[config.mk]
export PLATFORM = sky130hd
export DESIGN_NAME = ddc_top
export DESIGN_NICKNAME = d
export VERILOG_FILES = /design/src/verilog/ddc_pkg.sv /design/src/verilog/ddc_top.sv
export SDC_FILE = /design/constraint.sdc
export NUM_CORES = 1
export LEC_CHECK = 0
export ABC_AREA = 1
export BUFFER_PORTS_ARGS = -buffer_cell sky130_fd_sc_hd__buf_2
export CAP_MARGIN = 20
export CORE_ASPECT_RATIO = 2
export CORE_MARGIN = 5
export CORE_UTILIZATION = 35
export CTS_CLUSTER_SIZE = 10
export DETAILED_ROUTE_END_ITERATION = 16
export HOLD_SLACK_MARGIN = 0.12
export MAX_ROUTING_LAYER = met4
export PLACE_DENSITY = 0.52
export SLEW_MARGIN = 10
export SYNTH_ARGS = -nofsm -noshare
export SYNTH_HDL_FRONTEND = slang
export SYNTH_SLANG_ARGS = --single-unit
export TNS_END_PERCENT = 5
[constraint.sdc]
create_clock -name clk_sys_i -period 1.4 [get_ports clk_sys_i]
set_input_delay 0.07 -clock clk_sys_i [delete_from_list [all_inputs] [get_ports clk_sys_i]]
set_output_delay 0.07 -clock clk_sys_i [all_outputs]
set_load 0.1 [all_outputs]
[src/verilog/ddc_pkg.sv]
// Constants for the driver control/status word 0 upper fields.
// Assumes a 20 MHz system clock and a mode-0, LSB-first serial link.
package ddc_pkg;
	// ==========================================================
	// Word layout
	localparam int unsigned WORD_W       = 24;
	localparam int unsigned CNT_W        = 5;
	localparam logic [4:0]  FRAME_BITS   = 5'h18;
	localparam int unsigned SEL_BIT      = 0;
	localparam int unsigned CTL_ENABLE   = 23;
	localparam int unsigned CTL_STAT_CLR = 22;
	localparam int unsigned CTL_RATIO    = 21;
	localparam int unsigned CTL_REC_DIS  = 20;
	localparam int unsigned CTL_MON_HI   = 19;
	localparam int unsigned CTL_MON_LO   = 18;
	// Monitor select codes {bit19,bit18} and one-hot source {out4,out5,out1,out8}
	localparam logic [1:0]  MON_OUT8     = 2'h0;
	localparam logic [1:0]  MON_OUT1     = 2'h2;
	localparam logic [1:0]  MON_OUT5     = 2'h1;
	localparam logic [1:0]  MON_OUT4     = 2'h3;
	localparam logic [3:0]  SRC_OUT8     = 4'h1;
	localparam logic [3:0]  SRC_OUT1     = 4'h2;
	localparam logic [3:0]  SRC_OUT5     = 4'h4;
	localparam logic [3:0]  SRC_OUT4     = 4'h8;
	// ==========================================================
	// Reset values
	localparam logic [WORD_W-1:0] SHIFT_RST = 24'h000000;
	localparam logic [1:0]  MON_RST      = 2'h0;
	// ==========================================================
	// Timing
	localparam int unsigned CLK_NS       = 50;
	localparam int unsigned SETTLE_NS    = 40000;
	localparam int unsigned SETTLE_CYC   = (SETTLE_NS + CLK_NS - 1) / CLK_NS;
	localparam int unsigned TMR_W        = 10;
endpackage

[src/verilog/ddc_top.sv]
// Serial control word 0 upper fields and status word 0 upper flags.
// Assumes the link pins and the supply/thermal monitors are asynchronous.
`timescale 1ns/10ps

// Function
// - A valid word-0 write with enable zero enters standby and clears status; with one, active.
// - Writing the status-reset bit clears the supply and thermal flags (bits 22:19), not the not-ready bit, when the frame ends.
// - Bit 21 selects a 12 percent (0) or 25 percent (1) over-current retry ratio.
// - Bits 19:18 steer the monitor to out8, out1, out5, out4 for 00, 10, 01, 11.
// - Supply over/undervoltage sets bit 22 or 21 and switches outputs off.
// - Outputs return by themselves when the supply recovers unless bit 20 holds them off.
// - Thermal shutdown sets bit 20 and keeps outputs off while that flag stays set.
// - Thermal warning sets bit 19 and affects no output.
// - Going from standby to active sets bit 18 and holds outputs off during settling.
// - The not-ready bit clears by itself when the settling count ends.
module ddc_top
	import ddc_pkg::*;
(
	input  wire logic       clk_sys_i,
	input  wire logic       rstn_i,
	input  wire logic       spi_clk_i,
	input  wire logic       spi_data_in_i,
	input  wire logic       frame_select_low_i,
	input  wire logic       supply_over_i,
	input  wire logic       supply_under_i,
	input  wire logic       thermal_shutdown_i,
	input  wire logic       thermal_warning_i,
	output logic            spi_data_out_o,
	output logic            spi_data_out_oen_o,
	output logic            outputs_enable_o,
	output logic            standby_o,
	output logic            overcurrent_retry_ratio_o,
	output logic [3:0]      current_image_output_o
);
	// ==========================================================
	// Input synchronisers
	logic [6:0]        sync1_q;
	logic [6:0]        sync2_q;
	logic              sclk_d_q;
	logic              csn_d_q;
	logic              sclk_s;
	logic              di_s;
	logic              csn_s;
	logic              ov_s;
	logic              uv_s;
	logic              tsd_s;
	logic              tw_s;

	always_ff @(posedge clk_sys_i) begin
		if (!rstn_i) begin
			sync1_q  <= 7'h04;
			sync2_q  <= 7'h04;
			sclk_d_q <= 1'b0;
			csn_d_q  <= 1'b1;
		end else begin
			sync1_q  <= {thermal_warning_i, thermal_shutdown_i, supply_under_i,
				supply_over_i, frame_select_low_i, spi_data_in_i, spi_clk_i};
			sync2_q  <= sync1_q;
			sclk_d_q <= sclk_s;
			csn_d_q  <= csn_s;
		end
	end

	assign sclk_s = sync2_q[0];
	assign di_s   = sync2_q[1];
	assign csn_s  = sync2_q[2];
	assign ov_s   = sync2_q[3];
	assign uv_s   = sync2_q[4];
	assign tsd_s  = sync2_q[5];
	assign tw_s   = sync2_q[6];

	logic sclk_rise;
	logic sclk_fall;
	logic csn_fall;
	logic csn_rise;
	assign sclk_rise = sclk_s & ~sclk_d_q & ~csn_s;
	assign sclk_fall = ~sclk_s & sclk_d_q & ~csn_s;
	assign csn_fall  = ~csn_s & csn_d_q;
	assign csn_rise  = csn_s & ~csn_d_q;

	// ==========================================================
	// Serial frame
	logic [WORD_W-1:0] in_sh_q;
	logic [WORD_W-1:0] out_sh_q;
	logic [CNT_W-1:0]  bit_cnt_q;
	logic              first_q;
	logic              commit;
	logic [WORD_W-1:0] wdata;
	logic [WORD_W-1:0] stat0;
	logic              fault;

	assign wdata  = in_sh_q;
	assign commit = csn_rise & (bit_cnt_q == FRAME_BITS) & ~in_sh_q[SEL_BIT];

	always_ff @(posedge clk_sys_i) begin
		if (!rstn_i) begin
			in_sh_q   <= SHIFT_RST;
			bit_cnt_q <= '0;
		end else if (csn_fall) begin
			bit_cnt_q <= '0;
		end else if (sclk_rise) begin
			in_sh_q <= {di_s, in_sh_q[WORD_W-1:1]};
			if (bit_cnt_q != '1) begin
				bit_cnt_q <= bit_cnt_q + 5'h01;
			end
		end
	end

	always_ff @(posedge clk_sys_i) begin
		if (!rstn_i) begin
			out_sh_q           <= SHIFT_RST;
			first_q            <= 1'b0;
			spi_data_out_o     <= 1'b0;
			spi_data_out_oen_o <= 1'b1;
		end else begin
			spi_data_out_oen_o <= csn_s;
			if (csn_fall) begin
				first_q        <= 1'b1;
				spi_data_out_o <= fault;
			end else if (sclk_rise && first_q) begin
				first_q  <= 1'b0;
				// Word 1 is not held here and reads as the fault bit only
				out_sh_q <= di_s ? {23'h000000, fault} : stat0;
			end else if (sclk_fall && !first_q) begin
				spi_data_out_o <= out_sh_q[1];
				out_sh_q       <= {1'b0, out_sh_q[WORD_W-1:1]};
			end
		end
	end

	// ==========================================================
	// Control word 0
	logic       active_q;
	logic       rec_dis_q;
	logic [1:0] mon_q;
	logic       clr;
	assign clr = commit & (~wdata[CTL_ENABLE] | wdata[CTL_STAT_CLR]);

	always_ff @(posedge clk_sys_i) begin
		if (!rstn_i) begin
			active_q                  <= 1'b0;
			rec_dis_q                 <= 1'b0;
			mon_q                     <= MON_RST;
			overcurrent_retry_ratio_o <= 1'b0;
		end else if (commit) begin
			active_q                  <= wdata[CTL_ENABLE];
			rec_dis_q                 <= wdata[CTL_REC_DIS];
			mon_q                     <= wdata[CTL_MON_HI:CTL_MON_LO];
			overcurrent_retry_ratio_o <= wdata[CTL_RATIO];
		end
	end

	always_ff @(posedge clk_sys_i) begin
		if (!rstn_i) begin
			current_image_output_o <= SRC_OUT8;
		end else begin
			case (mon_q)
				MON_OUT8: current_image_output_o <= SRC_OUT8;
				MON_OUT1: current_image_output_o <= SRC_OUT1;
				MON_OUT5: current_image_output_o <= SRC_OUT5;
				MON_OUT4: current_image_output_o <= SRC_OUT4;
				default:  current_image_output_o <= SRC_OUT8;
			endcase
		end
	end

	// ==========================================================
	// Status flags, set wins over clear
	logic             ov_q;
	logic             uv_q;
	logic             tsd_q;
	logic             tw_q;
	logic             nr_q;
	logic [TMR_W-1:0] tmr_q;

	always_ff @(posedge clk_sys_i) begin
		if (!rstn_i) begin
			ov_q  <= 1'b0;
			uv_q  <= 1'b0;
			tsd_q <= 1'b0;
			tw_q  <= 1'b0;
		end else begin
			ov_q  <= ov_s | (ov_q & ~clr);
			uv_q  <= uv_s | (uv_q & ~clr);
			tsd_q <= tsd_s | (tsd_q & ~clr);
			tw_q  <= tw_s | (tw_q & ~clr);
		end
	end

	always_ff @(posedge clk_sys_i) begin
		if (!rstn_i) begin
			nr_q  <= 1'b0;
			tmr_q <= '0;
		end else if (commit && !wdata[CTL_ENABLE]) begin
			nr_q  <= 1'b0;
			tmr_q <= '0;
		end else if (commit && !active_q) begin
			nr_q  <= 1'b1;
			tmr_q <= '0;
		end else if (nr_q) begin
			tmr_q <= tmr_q + 10'h001;
			if (tmr_q == TMR_W'(SETTLE_CYC - 1)) begin
				nr_q <= 1'b0;
			end
		end
	end

	assign fault = ~|stat0[22:1];
	assign stat0 = {1'b1, ov_q, uv_q, tsd_q, tw_q, nr_q, 17'h00000, fault};

	// ==========================================================
	// Output gating
	logic supply_block;
	assign supply_block = ov_s | uv_s | (rec_dis_q & (ov_q | uv_q));

	always_ff @(posedge clk_sys_i) begin
		if (!rstn_i) begin
			outputs_enable_o <= 1'b0;
			standby_o        <= 1'b1;
		end else begin
			outputs_enable_o <= active_q & ~nr_q & ~supply_block & ~tsd_q;
			standby_o        <= ~active_q;
		end
	end
endmodule

Word-level counts from Yosys, hierarchy flattened
Index checks and enable logic that the tools add are counted.
Widths: inputs -> output; s select.

word-level totals
  input bits = 9
  flip-flop bits (word level) = 97
  logic and storage cells = 101
  output and inout bits = 9

operators by class
  bitwise logic cells = 38
  equal/unequal tests = 7
  add/sub/neg operators = 2
  reduce and logical (&&, ||, !) cells = 20
  multiplexer cells = 12

operators by type and width
  cell                   count
  $mux 24                3
  $and 1x1->1            17
  $pmux 4 s4             1
  $not 1->1              13
  $add 10x1->10 const B  1
  $eq 10x10->1 const B   1
  $mux 1                 8
  $or 1x1->1             8
  $reduce_and 2->1       4
  $reduce_bool 2->1      3
  $add 5x1->5 const B    1
  $eq 5x5->1 const B     1
  $ne 5x5->1 const B     1
  $reduce_or 5->1        1
  $eq 2x2->1 const B     2
  $logic_and 1x1->1      4
  $logic_not 1->1        4
  $reduce_or 2->1        2
  $reduce_or 3->1        1
  $eq 2x1->1 const B     1
  $logic_not 2->1        1
  $ne 2x2->1 const B     1

Depth between registers and ports, before layout
Gate-level depths: netlist (run 1).

  word-level depth = 8
  mapped depth = 8
  gate-level depth less buffers = 8

Worst setup path after synthesis (run 1)
OpenSTA, ideal clock, no wires.

  path type = register to register
  start = reg, netlist name spi_data_out_oen_o
  end = reg out_sh_q[2]
  setup time = 118 ps
  setup slack = -413 ps
  required time = 1282 ps
  clock period less this slack = 1813 ps
  stages on the path, launching flop included = 7
  data arrival time = 1695 ps
  cells stage by stage = dfxtp_1 -> inv_2 -> nand3_4 -> buf_6 -> nand3_2 -> nand2_2 -> nor2_2

RTL lines
  what                    RTL line        RTL
  end signal: assignment  ddc_top.sv:123  out_sh_q <= di_s ? {23'h000000, fault} : stat0;
  end signal: assignment  ddc_top.sv:126  out_sh_q <= {1'b0, out_sh_q[WORD_W-1:1]};
  end: declaration        ddc_top.sv:84   logic [WORD_W-1:0] out_sh_q;

Worst setup path in the final report (run 1)
  start = reg bit_cnt_q[0]
  end = reg bit_cnt_q[1]

on the way
  word-level cells in the longest chain between the ends = 2
  elaborated cells between the ends (all ways) = 3
  classes of those cells = add/sub: 1; eq/ne: 1; reduce/logical: 1

ends and longest elaborated chain
  what                                                                 RTL line        RTL
  start: declaration                                                   ddc_top.sv:85   logic [CNT_W-1:0] bit_cnt_q;
  start signal: assignment                                             ddc_top.sv:104  bit_cnt_q <= bit_cnt_q + 5'h01;
  parallel branches: the longest is 2 deep, another holds $add 5x1->5  -

Parallel ways; which one is timed is not known.
A chain may end at the register's enable or synchronous reset.

==> results of run 1 <==
-- kinds of logic after synthesis --
family,count (synthesis),synth area share
compound gates,64,0.0907
xor+xnor,6,0.0142
fa+ha+maj,4,0.0135
buf+inv,70,0.0782
flops,96,0.518
mux,1,0.00270
simple gates,237,0.283
-- path summary, 6_finish.rpt --
check	start	slack, ns	endpoint
setup / recovery	bit_cnt_q[0]	0.05	bit_cnt_q[1]
hold / removal	sync1_q[0]	0.41	sync2_q[0]
setup reg to reg	bit_cnt_q[0]	0.05	bit_cnt_q[1]
hold reg to reg	sync1_q[0]	0.41	sync2_q[0]
-- area by class of cell --
class	count	area [µm²]	area share
repair buffers	44	333	0.0729
inverters	55	206	0.0452
clock buffers	10	239	0.0524
well taps	137	171	0.0376
flip-flops and latches	96	1930	0.423
clock inverters	6	81.3	0.0178
multi-input cells	313	1600	0.352
-- placed cells by master, fill, tap and decap left out, types with 4 or more instances in the layout --
cell type / Yosys / layout
sky130_fd_sc_hd__a21oi_1: 20 / 20
sky130_fd_sc_hd__buf_2: 7 / 17
sky130_fd_sc_hd__buf_4: 1 / 17
sky130_fd_sc_hd__clkbuf_16: 0 / 9
sky130_fd_sc_hd__dfxtp_1: 96 / 93
sky130_fd_sc_hd__dlygate4sd3_1: 0 / 8
sky130_fd_sc_hd__inv_1: 51 / 50
sky130_fd_sc_hd__inv_2: 3 / 4
sky130_fd_sc_hd__nand2_1: 102 / 102
sky130_fd_sc_hd__nand3_1: 22 / 18
sky130_fd_sc_hd__nand3_2: 4 / 4
sky130_fd_sc_hd__nand3_4: 1 / 6
sky130_fd_sc_hd__nor2_1: 87 / 85
sky130_fd_sc_hd__nor2_4: 4 / 6
sky130_fd_sc_hd__o21ai_0: 32 / 28
sky130_fd_sc_hd__o21ai_1: 0 / 4
sky130_fd_sc_hd__o22ai_1: 11 / 11
-- report_power, final --
part / switching [mW] / internal [mW] / total (mW) / leakage (nW)
clock: 1.02 / 1.60 / 2.63 / 0.163
combinational: 0.139 / 0.0775 / 0.217 / 1.12
sequential: 0.0206 / 2.76 / 2.78 / 0.778
-- sequential cells by signal (all words and copies together), names as in the netlist, 2 cells and up --
name and flops:
current_image_output_o 4, out_sh_q 23, sync2_q 7, in_sh_q 24, mon_q 2, bit_cnt_q 5, sync1_q 7, tmr_q 10
-- routing by layer --
metal,global-route usage,up-vias,part of all wire
met4,0.0811,0,0.028
met5,-,-,0
met2,0.232,25,0.56
met3,0.0201,12,0.019
li1,-,1589,-
met1,0.133,1367,0.40
-- metrics by stage --
stage	hold WS, ns	area (µm²)	setup TNS [ns]	cells
after floorplan	0.168	3710	-0.0151	478
after global placement	0.255	4060	-0.0954	636
after detailed placement	0.258	4060	-0.477	636
after CTS	0.416	4470	0	660
after global routing	0.428	4560	-0.528	661
final	0.411	4560	0	661
-- worst max-delay path, delay by kind of cell, from the launching register on --
| kind | cells | cell delay, ns |
|---|---|---|
| adders and majority gates | 2 | 0.37 |
| and+or+nand+nor | 2 | 0.28 |
| buffers and inverters | 1 | 0.05 |
| AOI/OAI and AO/OA | 2 | 0.20 |
| DFF | 1 | 0.33 |
-- what timing repair did --
item,CTS,global route
endpoints found under the setup margin,13,35
pin swaps,1,3
hold buffers,8,0
endpoints found under the hold margin,10,0
cloned,0,1
gates resized for setup,4,20
==> impl_table.tex, run 1 <==
\begin{tabular}{lr}
\hline
Metric & Value \\
\hline
\multicolumn{2}{l}{\textbf{Setup path}} \\
Type of the worst setup path & reg2reg \\
Largest incremental delay on the critical path & 0.33 ns \\
Data arrival time of the critical path & between 1.5 and 2 ns \\
Nature of the critical path endpoint & flip-flop \\
Worst path slowest cell & sky130\_fd\_sc\_hd\_\_dfxtp\_2 \\
Setup crit start kind & flip-flop \\
Cells traversed along the worst timing path & ha\_1 -> and3\_4 -> ha\_4 -> inv\_1 -> nand2\_1 -> o21ai\_1 -> a21oi\_1 \\
Cell count of the worst reg-to-reg path & 7 \\
Largest fanout of any net on the critical path & 4 \\
Worst EP required & about 1.6 ns \\
\multicolumn{2}{l}{\textbf{Timing}} \\
Max-slew violations & 0 \\
Worst Setup Slack, final & a little over 0.05 ns \\
Unrepaired setup endpoints after global routing & true \\
Period utilization & 0.963 \\
Hold Vio Cnt, Final & 0 \\
Achievable Freq & 0.742 GHz \\
Headroom to the max-slew limit & 0.668 \\
Transition time of the tightest slew-check pin & 0.502 ns \\
Setup skew after layout & 0.00612 ns \\
Final setup vio count & 0 \\
Time the worst path needs with I/O delays and setup & 1.35 ns \\
\multicolumn{2}{l}{\textbf{Synth}} \\
Commonest cells in the netlist & 102 x sky130\_fd\_sc\_hd\_\_nand2\_1, 96 x sky130\_fd\_sc\_hd\_\_dfxtp\_1, 87 x sky130\_fd\_sc\_hd\_\_nor2\_1 \\
Portion of synthesized cell area occupied by the leading cell type & 0.518 \\
Cells after synthesis & 478 \\
Sequential area share after synthesis & 0.518 \\
Netlist cell types & 33 \\
Synthesized net count & roughly 490 \\
Warnings, synthesis & 0 \\
Asr flop ratio synth & 0 \\
Area leader, netlist & sky130\_fd\_sc\_hd\_\_dfxtp\_1 \\
Cell with the most instances after synthesis & sky130\_fd\_sc\_hd\_\_nand2\_1 \\
Mean post-synth cell area & approximately 7.8 µm² \\
Top post-synthesis cells by area & sky130\_fd\_sc\_hd\_\_dfxtp\_1 52\%, sky130\_fd\_sc\_hd\_\_nand2\_1 10\%, sky130\_fd\_sc\_hd\_\_nor2\_1 8.8\% \\
Cell area after synthesis & around 0.0037 mm² \\
Total of flip-flops plus latches after synthesis & between 90 and 100 \\
Predominant post-synthesis flop cell & sky130\_fd\_sc\_hd\_\_dfxtp\_1 \\
Number of synthesized flops with an enable pin & 0 \\
\multicolumn{2}{l}{\textbf{Power}} \\
Total power density per cell area & $\sim$1200 mW/mm² \\
Total power after layout & $\sim$5.6 mW \\
P\_leak & a little over 2 nW \\
Maximum ir drop on the vdd rail & 0.616 mV \\
\multicolumn{2}{l}{\textbf{Finish}} \\
Utilization after layout & 0.436 \\
Layout net count & around 530 \\
ANT cells & 0 \\
Synthesis-to-layout area growth & 23.0\% \\
Filler Cells Inserted & roughly 1,100 \\
Layout cell share with drive strength beyond 1 & 0.166 \\
\multicolumn{2}{l}{\textbf{Hold path}} \\
Min-delay worst type & reg2reg \\
Depth of the worst hold-timing path & 2 \\
\multicolumn{2}{l}{\textbf{Clocking}} \\
Sinks on Clock Net & 96 \\
Post-CTS repair timing setup buffer count & 0 \\
Clock tree from TritonCTS & done \\
CTS clock-pin slew for the worst setup and hold paths & $\sim$0.070 ns \\
Number of levels the H-tree was split into & 3 \\
TritonCTS Buffers & 9 \\
CTS Root Cell & sky130\_fd\_sc\_hd\_\_clkbuf\_16 \\
Clock network latency to the later pin of the worst-skew pair & between 0.3 and 0.4 ns \\
Clock tree buffer depth & 2 \\
\multicolumn{2}{l}{\textbf{Floorplanning}} \\
Area of the core & approximately 0.010 mm² \\
Starting density of the core & 0.354 \\
Number of core rows & between 50 and 60 \\
Die footprint & around 0.013 mm² \\
Vert. Die Dim & approximately 160 µm \\
Top-level port count & 18 \\
Die X & a little over 80 µm \\
\multicolumn{2}{l}{\textbf{GRT}} \\
Initial antenna violation count & 0 \\
Maximum number of pins on one net before global-route repair & 31 \\
Total global routing track utilization & 0.131 \\
First-pass GRT wire length & approximately 13 mm \\
Vias in the first global route & about 2,900 \\
Global route overflow & 0 \\
\multicolumn{2}{l}{\textbf{Detailed routing}} \\
Routed length per placed instance & 11.8 µm \\
Number of optimization iterations in the first detailed-route pass & 4 \\
Ratio of routed vias to standard cells & roughly 4.5 \\
Total detailed-routing wirelength & a little under 8 mm \\
Detailed router's first-iteration violation count & 90 \\
Drt drc & 0 \\
Antenna viol nets, final & 0 \\
Via total after detailed routing & between 2,000 and 3,000 \\
\multicolumn{2}{l}{\textbf{Run}} \\
Total of max-cap violations & 0 \\
\multicolumn{2}{l}{\textbf{Placement}} \\
Post-Place Worst Slack & -0.156 ns \\
Final Wtd Congestion & roughly 0.78 \\
PortBufs & 17 \\
Final HPWL from detailed placement & between 5 and 6 mm \\
\multicolumn{2}{l}{\textbf{Run status}} \\
Outcome & finished clean \\
\hline
\end{tabular}
Note: power is estimated with default switching activity, not from simulation.
==> run 2: changes to the inputs <==
--- a/config.mk
+++ b/config.mk
@@ -5,7 +5,6 @@
 export SDC_FILE = /design/constraint.sdc
 export NUM_CORES = 1
 export LEC_CHECK = 0
-export ABC_AREA = 1
 export BUFFER_PORTS_ARGS = -buffer_cell sky130_fd_sc_hd__buf_2
 export CAP_MARGIN = 20
 export CORE_ASPECT_RATIO = 2
==> run 2 against run 1 <==
Effect of this change: the flow now finishes with violations (setup timing); critical path depth stayed put; wire length down 12%; fmax fell by 18%; clock power shrank 11%; sequential power about the same; clock skew shrank 0.00072 ns; count of clock-buffer cells in the layout increased by 2; core utilization up 0.97 points; critical path type unchanged; critical endpoint is now bit_cnt_q[4].
==> impl_table.tex, run 2 <==
\begin{tabular}{lr}
\hline
Metric & Value \\
\hline
\multicolumn{2}{l}{\textbf{Run status}} \\
Outcome & finished with violations \\
Failing checks & setup timing \\
\multicolumn{2}{l}{\textbf{Timing}} \\
Achievable Freq & between 0.6 and 0.7 GHz \\
Unrepaired setup endpoints after global routing & true \\
Max-slew violations & 0 \\
Total negative slack for setup checks & -2.47 ns \\
Period utilization & 1.17 \\
Worst Setup Slack, final & -0.239 ns \\
Time the worst path needs with I/O delays and setup & between 1.5 and 2 ns \\
Headroom to the max-slew limit & 0.675 \\
Hold Slack & between 0.1 and 0.15 ns \\
Hold Vio Cnt, Final & 0 \\
Transition time of the tightest slew-check pin & between 0.4 and 0.5 ns \\
Final setup vio count & 25 \\
Setup skew after layout & around 0.0054 ns \\
\multicolumn{2}{l}{\textbf{Floorplanning}} \\
Starting density of the core & 0.358 \\
Number of core rows & 52 \\
Top-level port count & 18 \\
Vert. Die Dim & about 150 µm \\
Die X & roughly 82 µm \\
Area of the core & just over 0.01 mm² \\
Die footprint & approximately 0.013 mm² \\
\multicolumn{2}{l}{\textbf{Setup path}} \\
Type of the worst setup path & reg2reg \\
Critical Path Most Common Cell & sky130\_fd\_sc\_hd\_\_ha\_4 \\
Worst r2r src & bit\_cnt\_q[1] \\
Number of cells on the critical path & 7 \\
Worst EP required & between 1.5 and 2 ns \\
Count of buffering cells on the critical path with inverters included & 1 \\
Worst setup endpoint & bit\_cnt\_q[4] \\
Family with the most delay on the worst path & simple AND/OR/NAND/NOR gates \\
Worst path slowest cell & sky130\_fd\_sc\_hd\_\_dfxtp\_2 \\
Largest fanout of any net on the critical path & 4 \\
R2R Path End & bit\_cnt\_q[4] \\
Worst setup path startpoint & bit\_cnt\_q[1] \\
Largest incremental delay on the critical path & $\sim$0.33 ns \\
Cells traversed along the worst timing path & ha\_4 -> and3\_4 -> ha\_4 -> nor4b\_4 -> buf\_4 -> mux2i\_1 -> nor2\_1 \\
Cell count of the worst reg-to-reg path & 7 \\
Setup crit start kind & flip-flop \\
Nature of the critical path endpoint & flip-flop \\
Reg2Reg Setup Slack & -0.24 ns \\
Data arrival time of the critical path & about 1.9 ns \\
\multicolumn{2}{l}{\textbf{Finish}} \\
Post-route design area & between 0.004 and 0.005 mm² \\
ANT cells & 0 \\
Layout net count & 438 \\
Utilization after layout & 0.445 \\
Largest register by flop count & in\_sh\_q \\
Synthesis-to-layout area growth & 24.4\% \\
Most used cells in the layout excluding fill and tap cells & 89 x sky130\_fd\_sc\_hd\_\_dfxtp\_1, 56 x sky130\_fd\_sc\_hd\_\_nand2\_1, 33 x sky130\_fd\_sc\_hd\_\_nor2b\_1 \\
Layout cell share with drive strength beyond 1 & 0.212 \\
Largest registers & in\_sh\_q: 24 flops, out\_sh\_q: 23 flops, tmr\_q: 10 flops \\
Count of placed standard cells in the final layout, fillers left out & between 500 and 600 \\
Most common cell after layout, fill and taps aside & sky130\_fd\_sc\_hd\_\_dfxtp\_1 \\
Flip-flop count of the largest register after layout & 24 \\
\multicolumn{2}{l}{\textbf{Synth}} \\
Cell area after synthesis & 0.00366 mm² \\
Area leader, netlist & sky130\_fd\_sc\_hd\_\_dfxtp\_1 \\
Predominant post-synthesis flop cell & sky130\_fd\_sc\_hd\_\_dfxtp\_1 \\
Synthesized net count & a little under 400 \\
Commonest cells in the netlist & 96 x sky130\_fd\_sc\_hd\_\_dfxtp\_1, 56 x sky130\_fd\_sc\_hd\_\_nand2\_1, 33 x sky130\_fd\_sc\_hd\_\_nor2b\_1 \\
Top post-synthesis cells by area & sky130\_fd\_sc\_hd\_\_dfxtp\_1 53\%, sky130\_fd\_sc\_hd\_\_nand2\_1 5.7\%, sky130\_fd\_sc\_hd\_\_nor2b\_1 5.6\% \\
Asr flop ratio synth & 0 \\
Cell with the most instances after synthesis & sky130\_fd\_sc\_hd\_\_dfxtp\_1 \\
Portion of synthesized cell area occupied by the leading cell type & 0.525 \\
Cells after synthesis & roughly 380 \\
Warnings, synthesis & 0 \\
Total of flip-flops plus latches after synthesis & between 90 and 100 \\
Sequential area share after synthesis & 0.525 \\
Number of synthesized flops with an enable pin & 0 \\
Mean post-synth cell area & around 9.6 µm² \\
Netlist cell types & 44 \\
\multicolumn{2}{l}{\textbf{Placement}} \\
Final Wtd Congestion & 0.789 \\
Post-detailed-placement cell area & 0.00412 mm² \\
Post-Place Worst Slack & -0.255 ns \\
Count of placed standard cells including taps & about 540 \\
Final HPWL from detailed placement & about 4.8 mm \\
PortBufs & 17 \\
\multicolumn{2}{l}{\textbf{GRT}} \\
Initial antenna violation count & 0 \\
First-pass GRT wire length & 11.9 mm \\
Maximum number of pins on one net before global-route repair & 45 \\
Total global routing track utilization & 0.125 \\
Vias in the first global route & between 2,000 and 3,000 \\
Global route overflow & 0 \\
\multicolumn{2}{l}{\textbf{Run}} \\
Total of max-cap violations & 0 \\
\multicolumn{2}{l}{\textbf{Power}} \\
Maximum ir drop on the vdd rail & between 0.9 and 1 mV \\
Total power density per cell area & approximately 1200 mW/mm² \\
Total power after layout & between 5 and 6 mW \\
P\_leak & about 1.7 nW \\
\multicolumn{2}{l}{\textbf{Detailed routing}} \\
Drt drc & 0 \\
Routed length per placed instance & between 10 and 15 µm \\
Via total after detailed routing & 2,642 \\
Antenna viol nets, final & 0 \\
Number of optimization iterations in the first detailed-route pass & 4 \\
Total detailed-routing wirelength & about 6.9 mm \\
Ratio of routed vias to standard cells & around 4.7 \\
Detailed router's first-iteration violation count & $\sim$160 \\
\multicolumn{2}{l}{\textbf{Clocking}} \\
CTS Root Cell & sky130\_fd\_sc\_hd\_\_clkbuf\_16 \\
Clock tree from TritonCTS & done \\
Number of levels the H-tree was split into & 3 \\
Sinks on Clock Net & between 90 and 100 \\
Clock network latency to the later pin of the worst-skew pair & between 0.3 and 0.4 ns \\
Clock tree buffer depth & 2 \\
CTS clock-pin slew for the worst setup and hold paths & 0.06 ns \\
TritonCTS Buffers & 9 \\
\multicolumn{2}{l}{\textbf{Hold path}} \\
Min-delay worst type & in2reg \\
\hline
\end{tabular}
==> run 2: cell type report <==
cell class / count / area [µm²]
clock inverters: 4 / 45.0
repair buffers: 55 / 433
flip-flops and latches: 96 / 1940
multi-input cells: 257 / 1710
inverters: 6 / 22.5
well taps: 135 / 169
clock buffers: 12 / 236
fillers: 1000 / 5670
==> run 2: how the worst min path moves through the flow <==
stage	slack, ns	depth (start not counted)	endpoint	start
6_report	0.15	3	standby_o	rstn_i
3_5_place_dp	0.25	2	sync1_q[2]	frame_select_low_i
3_3_place_gp	0.26	2	sync1_q[2]	frame_select_low_i
5_1_grt	0.18	3	standby_o	rstn_i
4_1_cts	0.15	3	standby_o	rstn_i
2_1_floorplan	0.17	1	sync1_q[2]	frame_select_low_i
==> run 2: report_power, final <==
group / total (mW) / switching [mW] / internal, mW
Sequential: 2.78 / 0.0216 / 2.76
Clock: 2.33 / 0.956 / 1.38
Combinational: 0.187 / 0.0984 / 0.0890
Total: 5.30 / 1.08 / 4.23
==> run 2: per-layer routing <==
metal  global-route usage  wire, µm  vias up
met5                    -         0        -
met4               0.0816       199        0
met3               0.0186       142       14
met2                0.206      3660       27
met1                0.134      2870     1228
li1                     -         -     1373
==> run 2: repair_timing <==
action,in CTS,in global routing
cloned,0,0
pin swaps,6,1
resized for setup,9,14
endpoints found under the hold margin,7,0
endpoints found under the setup margin,41,71
buffers inserted,1,0
hold buffers,7,0
==> run 2: worst reg2reg max path, stage by stage, from the launching register on <==
cell and delay, ns:
sky130_fd_sc_hd__dfxtp_2 0.33, sky130_fd_sc_hd__ha_4 0.15, sky130_fd_sc_hd__and3_4 0.18, sky130_fd_sc_hd__ha_4 0.16
sky130_fd_sc_hd__nor4b_4 0.30, sky130_fd_sc_hd__buf_4 0.19, sky130_fd_sc_hd__mux2i_1 0.18, sky130_fd_sc_hd__nor2_1 0.05
==> run 2: logic make-up after synthesis <==
| kind of cell | synth area share |
|---|---|
| XOR/XNOR | 0.0287 |
| buffers and inverters | 0.0339 |
| AO/OA/AOI/OAI | 0.130 |
| adder cells (fa/ha/maj) | 0.0137 |
| multiplexers | 0.0192 |
| AND/OR/NAND/NOR | 0.249 |
| flip-flops | 0.525 |
==> run 3: changes to the inputs <==
--- a/config.mk
+++ b/config.mk
@@ -9,12 +9,12 @@
 export CAP_MARGIN = 20
 export CORE_ASPECT_RATIO = 2
 export CORE_MARGIN = 5
-export CORE_UTILIZATION = 35
+export CORE_UTILIZATION = 54
 export CTS_CLUSTER_SIZE = 10
 export DETAILED_ROUTE_END_ITERATION = 16
 export HOLD_SLACK_MARGIN = 0.12
 export MAX_ROUTING_LAYER = met4
-export PLACE_DENSITY = 0.52
+export PLACE_DENSITY = 0.74
 export SLEW_MARGIN = 10
 export SYNTH_ARGS = -nofsm -noshare
 export SYNTH_HDL_FRONTEND = slang
==> constraint.sdc (replaced) <==
create_clock -name clk_sys_i -period 1.4 [get_ports clk_sys_i]
set_input_delay 0.14 -clock clk_sys_i [delete_from_list [all_inputs] [get_ports clk_sys_i]]
set_output_delay 0.14 -clock clk_sys_i [all_outputs]
set_load 0.1 [all_outputs]
==> run 3 against run 2 <==
Effect of this change: the flow still finishes with violations (setup timing); combinational power hardly changed; register-to-register slack got worse by 0.05 ns; critical path type unchanged; power down 2.5%.
==> impl_table.tex, run 3 (synthesized netlist as in run 2, its figures left out) <==
\begin{tabular}{lr}
\hline
Metric & Value \\
\hline
\multicolumn{2}{l}{\textbf{Run status}} \\
Outcome & finished with violations \\
Failing checks & setup timing \\
\multicolumn{2}{l}{\textbf{Timing}} \\
Max-slew violations & 0 \\
Final setup vio count & 25 \\
Hold Vio Cnt, Final & 0 \\
Unrepaired setup endpoints after global routing & true \\
Transition time of the tightest slew-check pin & 0.489 ns \\
Period utilization & 1.21 \\
Achievable Freq & around 0.59 GHz \\
Worst Setup Slack, final & -0.289 ns \\
Headroom to the max-slew limit & 0.676 \\
Setup skew after layout & around 0.007 ns \\
Total negative slack for setup checks & -3.78 ns \\
Time the worst path needs with I/O delays and setup & 1.69 ns \\
\multicolumn{2}{l}{\textbf{Setup path}} \\
R2R Path End & bit\_cnt\_q[4] \\
Setup crit start kind & flip-flop \\
Largest incremental delay on the critical path & $\sim$0.35 ns \\
Worst r2r src & bit\_cnt\_q[0] \\
Cells traversed along the worst timing path & ha\_4 -> and3\_4 -> ha\_4 -> nor4b\_4 -> buf\_4 -> mux2i\_1 -> nor2\_1 \\
Reg2Reg Setup Slack & -0.29 ns \\
Cell count of the worst reg-to-reg path & 7 \\
Count of buffering cells on the critical path with inverters included & 1 \\
Data arrival time of the critical path & roughly 1.9 ns \\
Critical Path Most Common Cell & sky130\_fd\_sc\_hd\_\_ha\_4 \\
Worst path slowest cell & sky130\_fd\_sc\_hd\_\_dfxtp\_4 \\
Type of the worst setup path & reg2reg \\
Worst EP required & 1.63 ns \\
Worst setup path startpoint & bit\_cnt\_q[0] \\
Family with the most delay on the worst path & simple AND/OR/NAND/NOR gates \\
Nature of the critical path endpoint & flip-flop \\
Largest fanout of any net on the critical path & 4 \\
\multicolumn{2}{l}{\textbf{Placement}} \\
Post-detailed-placement cell area & just over 0.004 mm² \\
Final HPWL from detailed placement & approximately 4.6 mm \\
PortBufs & 17 \\
Final Wtd Congestion & 0.809 \\
\multicolumn{2}{l}{\textbf{Finish}} \\
Post-route design area & around 0.0045 mm² \\
Largest registers & in\_sh\_q: 24 flops, out\_sh\_q: 23 flops, tmr\_q: 10 flops \\
Flip-flop count of the largest register after layout & 24 \\
Layout net count & 442 \\
Largest register by flop count & in\_sh\_q \\
Layout cell share with drive strength beyond 1 & 0.208 \\
ANT cells & 0 \\
Most used cells in the layout excluding fill and tap cells & 89 x sky130\_fd\_sc\_hd\_\_dfxtp\_1, 56 x sky130\_fd\_sc\_hd\_\_nand2\_1, 33 x sky130\_fd\_sc\_hd\_\_nor2b\_1 \\
Synthesis-to-layout area growth & 22.8\% \\
Most common cell after layout, fill and taps aside & sky130\_fd\_sc\_hd\_\_dfxtp\_1 \\
\multicolumn{2}{l}{\textbf{Detailed routing}} \\
Total detailed-routing wirelength & approximately 6.7 mm \\
Antenna viol nets, final & 0 \\
Via total after detailed routing & 2,649 \\
Number of optimization iterations in the first detailed-route pass & 6 \\
Ratio of routed vias to standard cells & 5.08 \\
Detailed router's first-iteration violation count & between 100 and 150 \\
Routed length per placed instance & about 13 µm \\
Drt drc & 0 \\
\multicolumn{2}{l}{\textbf{Clocking}} \\
Number of levels the H-tree was split into & 3 \\
Sinks on Clock Net & 96 \\
TritonCTS Buffers & 9 \\
CTS Root Cell & sky130\_fd\_sc\_hd\_\_clkbuf\_16 \\
Clock tree from TritonCTS & done \\
CTS clock-pin slew for the worst setup and hold paths & $\sim$0.060 ns \\
Clock tree buffer depth & 2 \\
Clock network latency to the later pin of the worst-skew pair & approximately 0.34 ns \\
\multicolumn{2}{l}{\textbf{Floorplanning}} \\
Die footprint & 0.00862 mm² \\
Top-level port count & 18 \\
Starting density of the core & 0.552 \\
Area of the core & approximately 0.0066 mm² \\
Die X & 68.2 µm \\
Number of core rows & between 40 and 50 \\
Vert. Die Dim & approximately 130 µm \\
\multicolumn{2}{l}{\textbf{Power}} \\
Power share of the sequential group & 0.538 \\
Total power after layout & around 5.2 mW \\
P\_leak & approximately 1.7 nW \\
Maximum ir drop on the vdd rail & around 0.91 mV \\
Clock group share of total power & 0.425 \\
Net Sw Power & between 1 and 1.5 mW \\
Total power density per cell area & between 1000 and 1500 mW/mm² \\
Internal power of the cells & $\sim$4 mW \\
Switching share of power & 0.208 \\
Combinational share of power & 0.037 \\
\multicolumn{2}{l}{\textbf{Run}} \\
Total of max-cap violations & 0 \\
\multicolumn{2}{l}{\textbf{GRT}} \\
Initial antenna violation count & 0 \\
Global route overflow & 0 \\
Total global routing track utilization & 0.175 \\
Maximum number of pins on one net before global-route repair & 32 \\
Vias in the first global route & approximately 2,600 \\
First-pass GRT wire length & 11.3 mm \\
\multicolumn{2}{l}{\textbf{Hold path}} \\
Min-delay src & rstn\_i \\
Hold endpoint & standby\_o \\
Depth of the worst hold-timing path & 3 \\
Min-delay worst type & in2reg \\
\hline
\end{tabular}
-- run 3: changes by cell type in the layout (fill, tap and decap cells not counted), moves of 2 or more --
cell,change
sky130_fd_sc_hd__a21boi_0,+4
sky130_fd_sc_hd__a21boi_1,-4
sky130_fd_sc_hd__a22oi_2,-2
sky130_fd_sc_hd__buf_4,+5
sky130_fd_sc_hd__clkinv_2,-3
sky130_fd_sc_hd__a22oi_1,+2
-- run 3: layout make-up --
class                           instances  area, µm²
Clock buffer                           13        250
Clock inverter                          2       16.3
Fill cell                             534       2130
Inverter                                6       22.5
Multi-Input combinational cell        257       1700
Sequential cell                        96       1940
Tap cell                               88        110
Timing Repair Buffer                   59        457
-- run 3: metal layers --
| layer | GRT usage | wire [µm] | vias to the layer above |
|---|---|---|---|
| met4 | 0.0785 | 147 | 0 |
| met2 | 0.294 | 3680 | 26 |
| li1 | - | - | 1374 |
| met3 | 0.0442 | 175 | 11 |
| met5 | - | 0 | - |
| met1 | 0.186 | 2700 | 1238 |
-- run 3: per-stage QoR --
| stage | hold WS [ns] | setup slack (ns) | instances | util |
|---|---|---|---|---|
| global route | 0.258 | -0.352 | 521 | 0.678 |
| global placement | 0.326 | -0.228 | 498 | 0.616 |
| CTS | 0.223 | -0.297 | 521 | 0.674 |
| detailed placement | 0.327 | -0.285 | 498 | 0.616 |
| finish | 0.233 | -0.289 | 521 | 0.678 |
| floorplan | 0.241 | -0.261 | 379 | - |
-- run 3: worst max-delay path by stage --
| stage | end | cells after the start |
|---|---|---|
| detailed placement | bit_cnt_q[4] | 7 |
| finish | bit_cnt_q[4] | 7 |
| global route | bit_cnt_q[3] | 7 |
| global placement | bit_cnt_q[4] | 7 |
| CTS | bit_cnt_q[4] | 7 |
| floorplan | bit_cnt_q[3] | 7 |
-- run 3: worst reg2reg max path, delay by kind of cell (launching register included) --
kind,cells,cell delay [ns]
mux,1,0.18
simple gates,3,0.58
flops,1,0.35
fa+ha+maj,2,0.31
buf+inv,1,0.18
-- run 3: repair_timing --
item / 4_1_cts / 5_1_grt
pin swaps: 4 / 6
setup endpoints to repair: 48 / 71
hold endpoints to repair: 7 / 0
hold buffers: 7 / 0
gates resized for setup: 11 / 8
setup buffers: 1 / 0
-- run 3: power groups by stage --
stage | clock network, mW | logic (mW) | registers (mW)
floorplan | 0 | 0.0957 | 2.86
global route | 2.36 | 0.208 | 2.78
finish | 2.20 | 0.190 | 2.78
detailed placement | 0 | 0.169 | 2.84
global placement | 0 | 0.167 | 2.84
CTS | 2.23 | 0.189 | 2.78
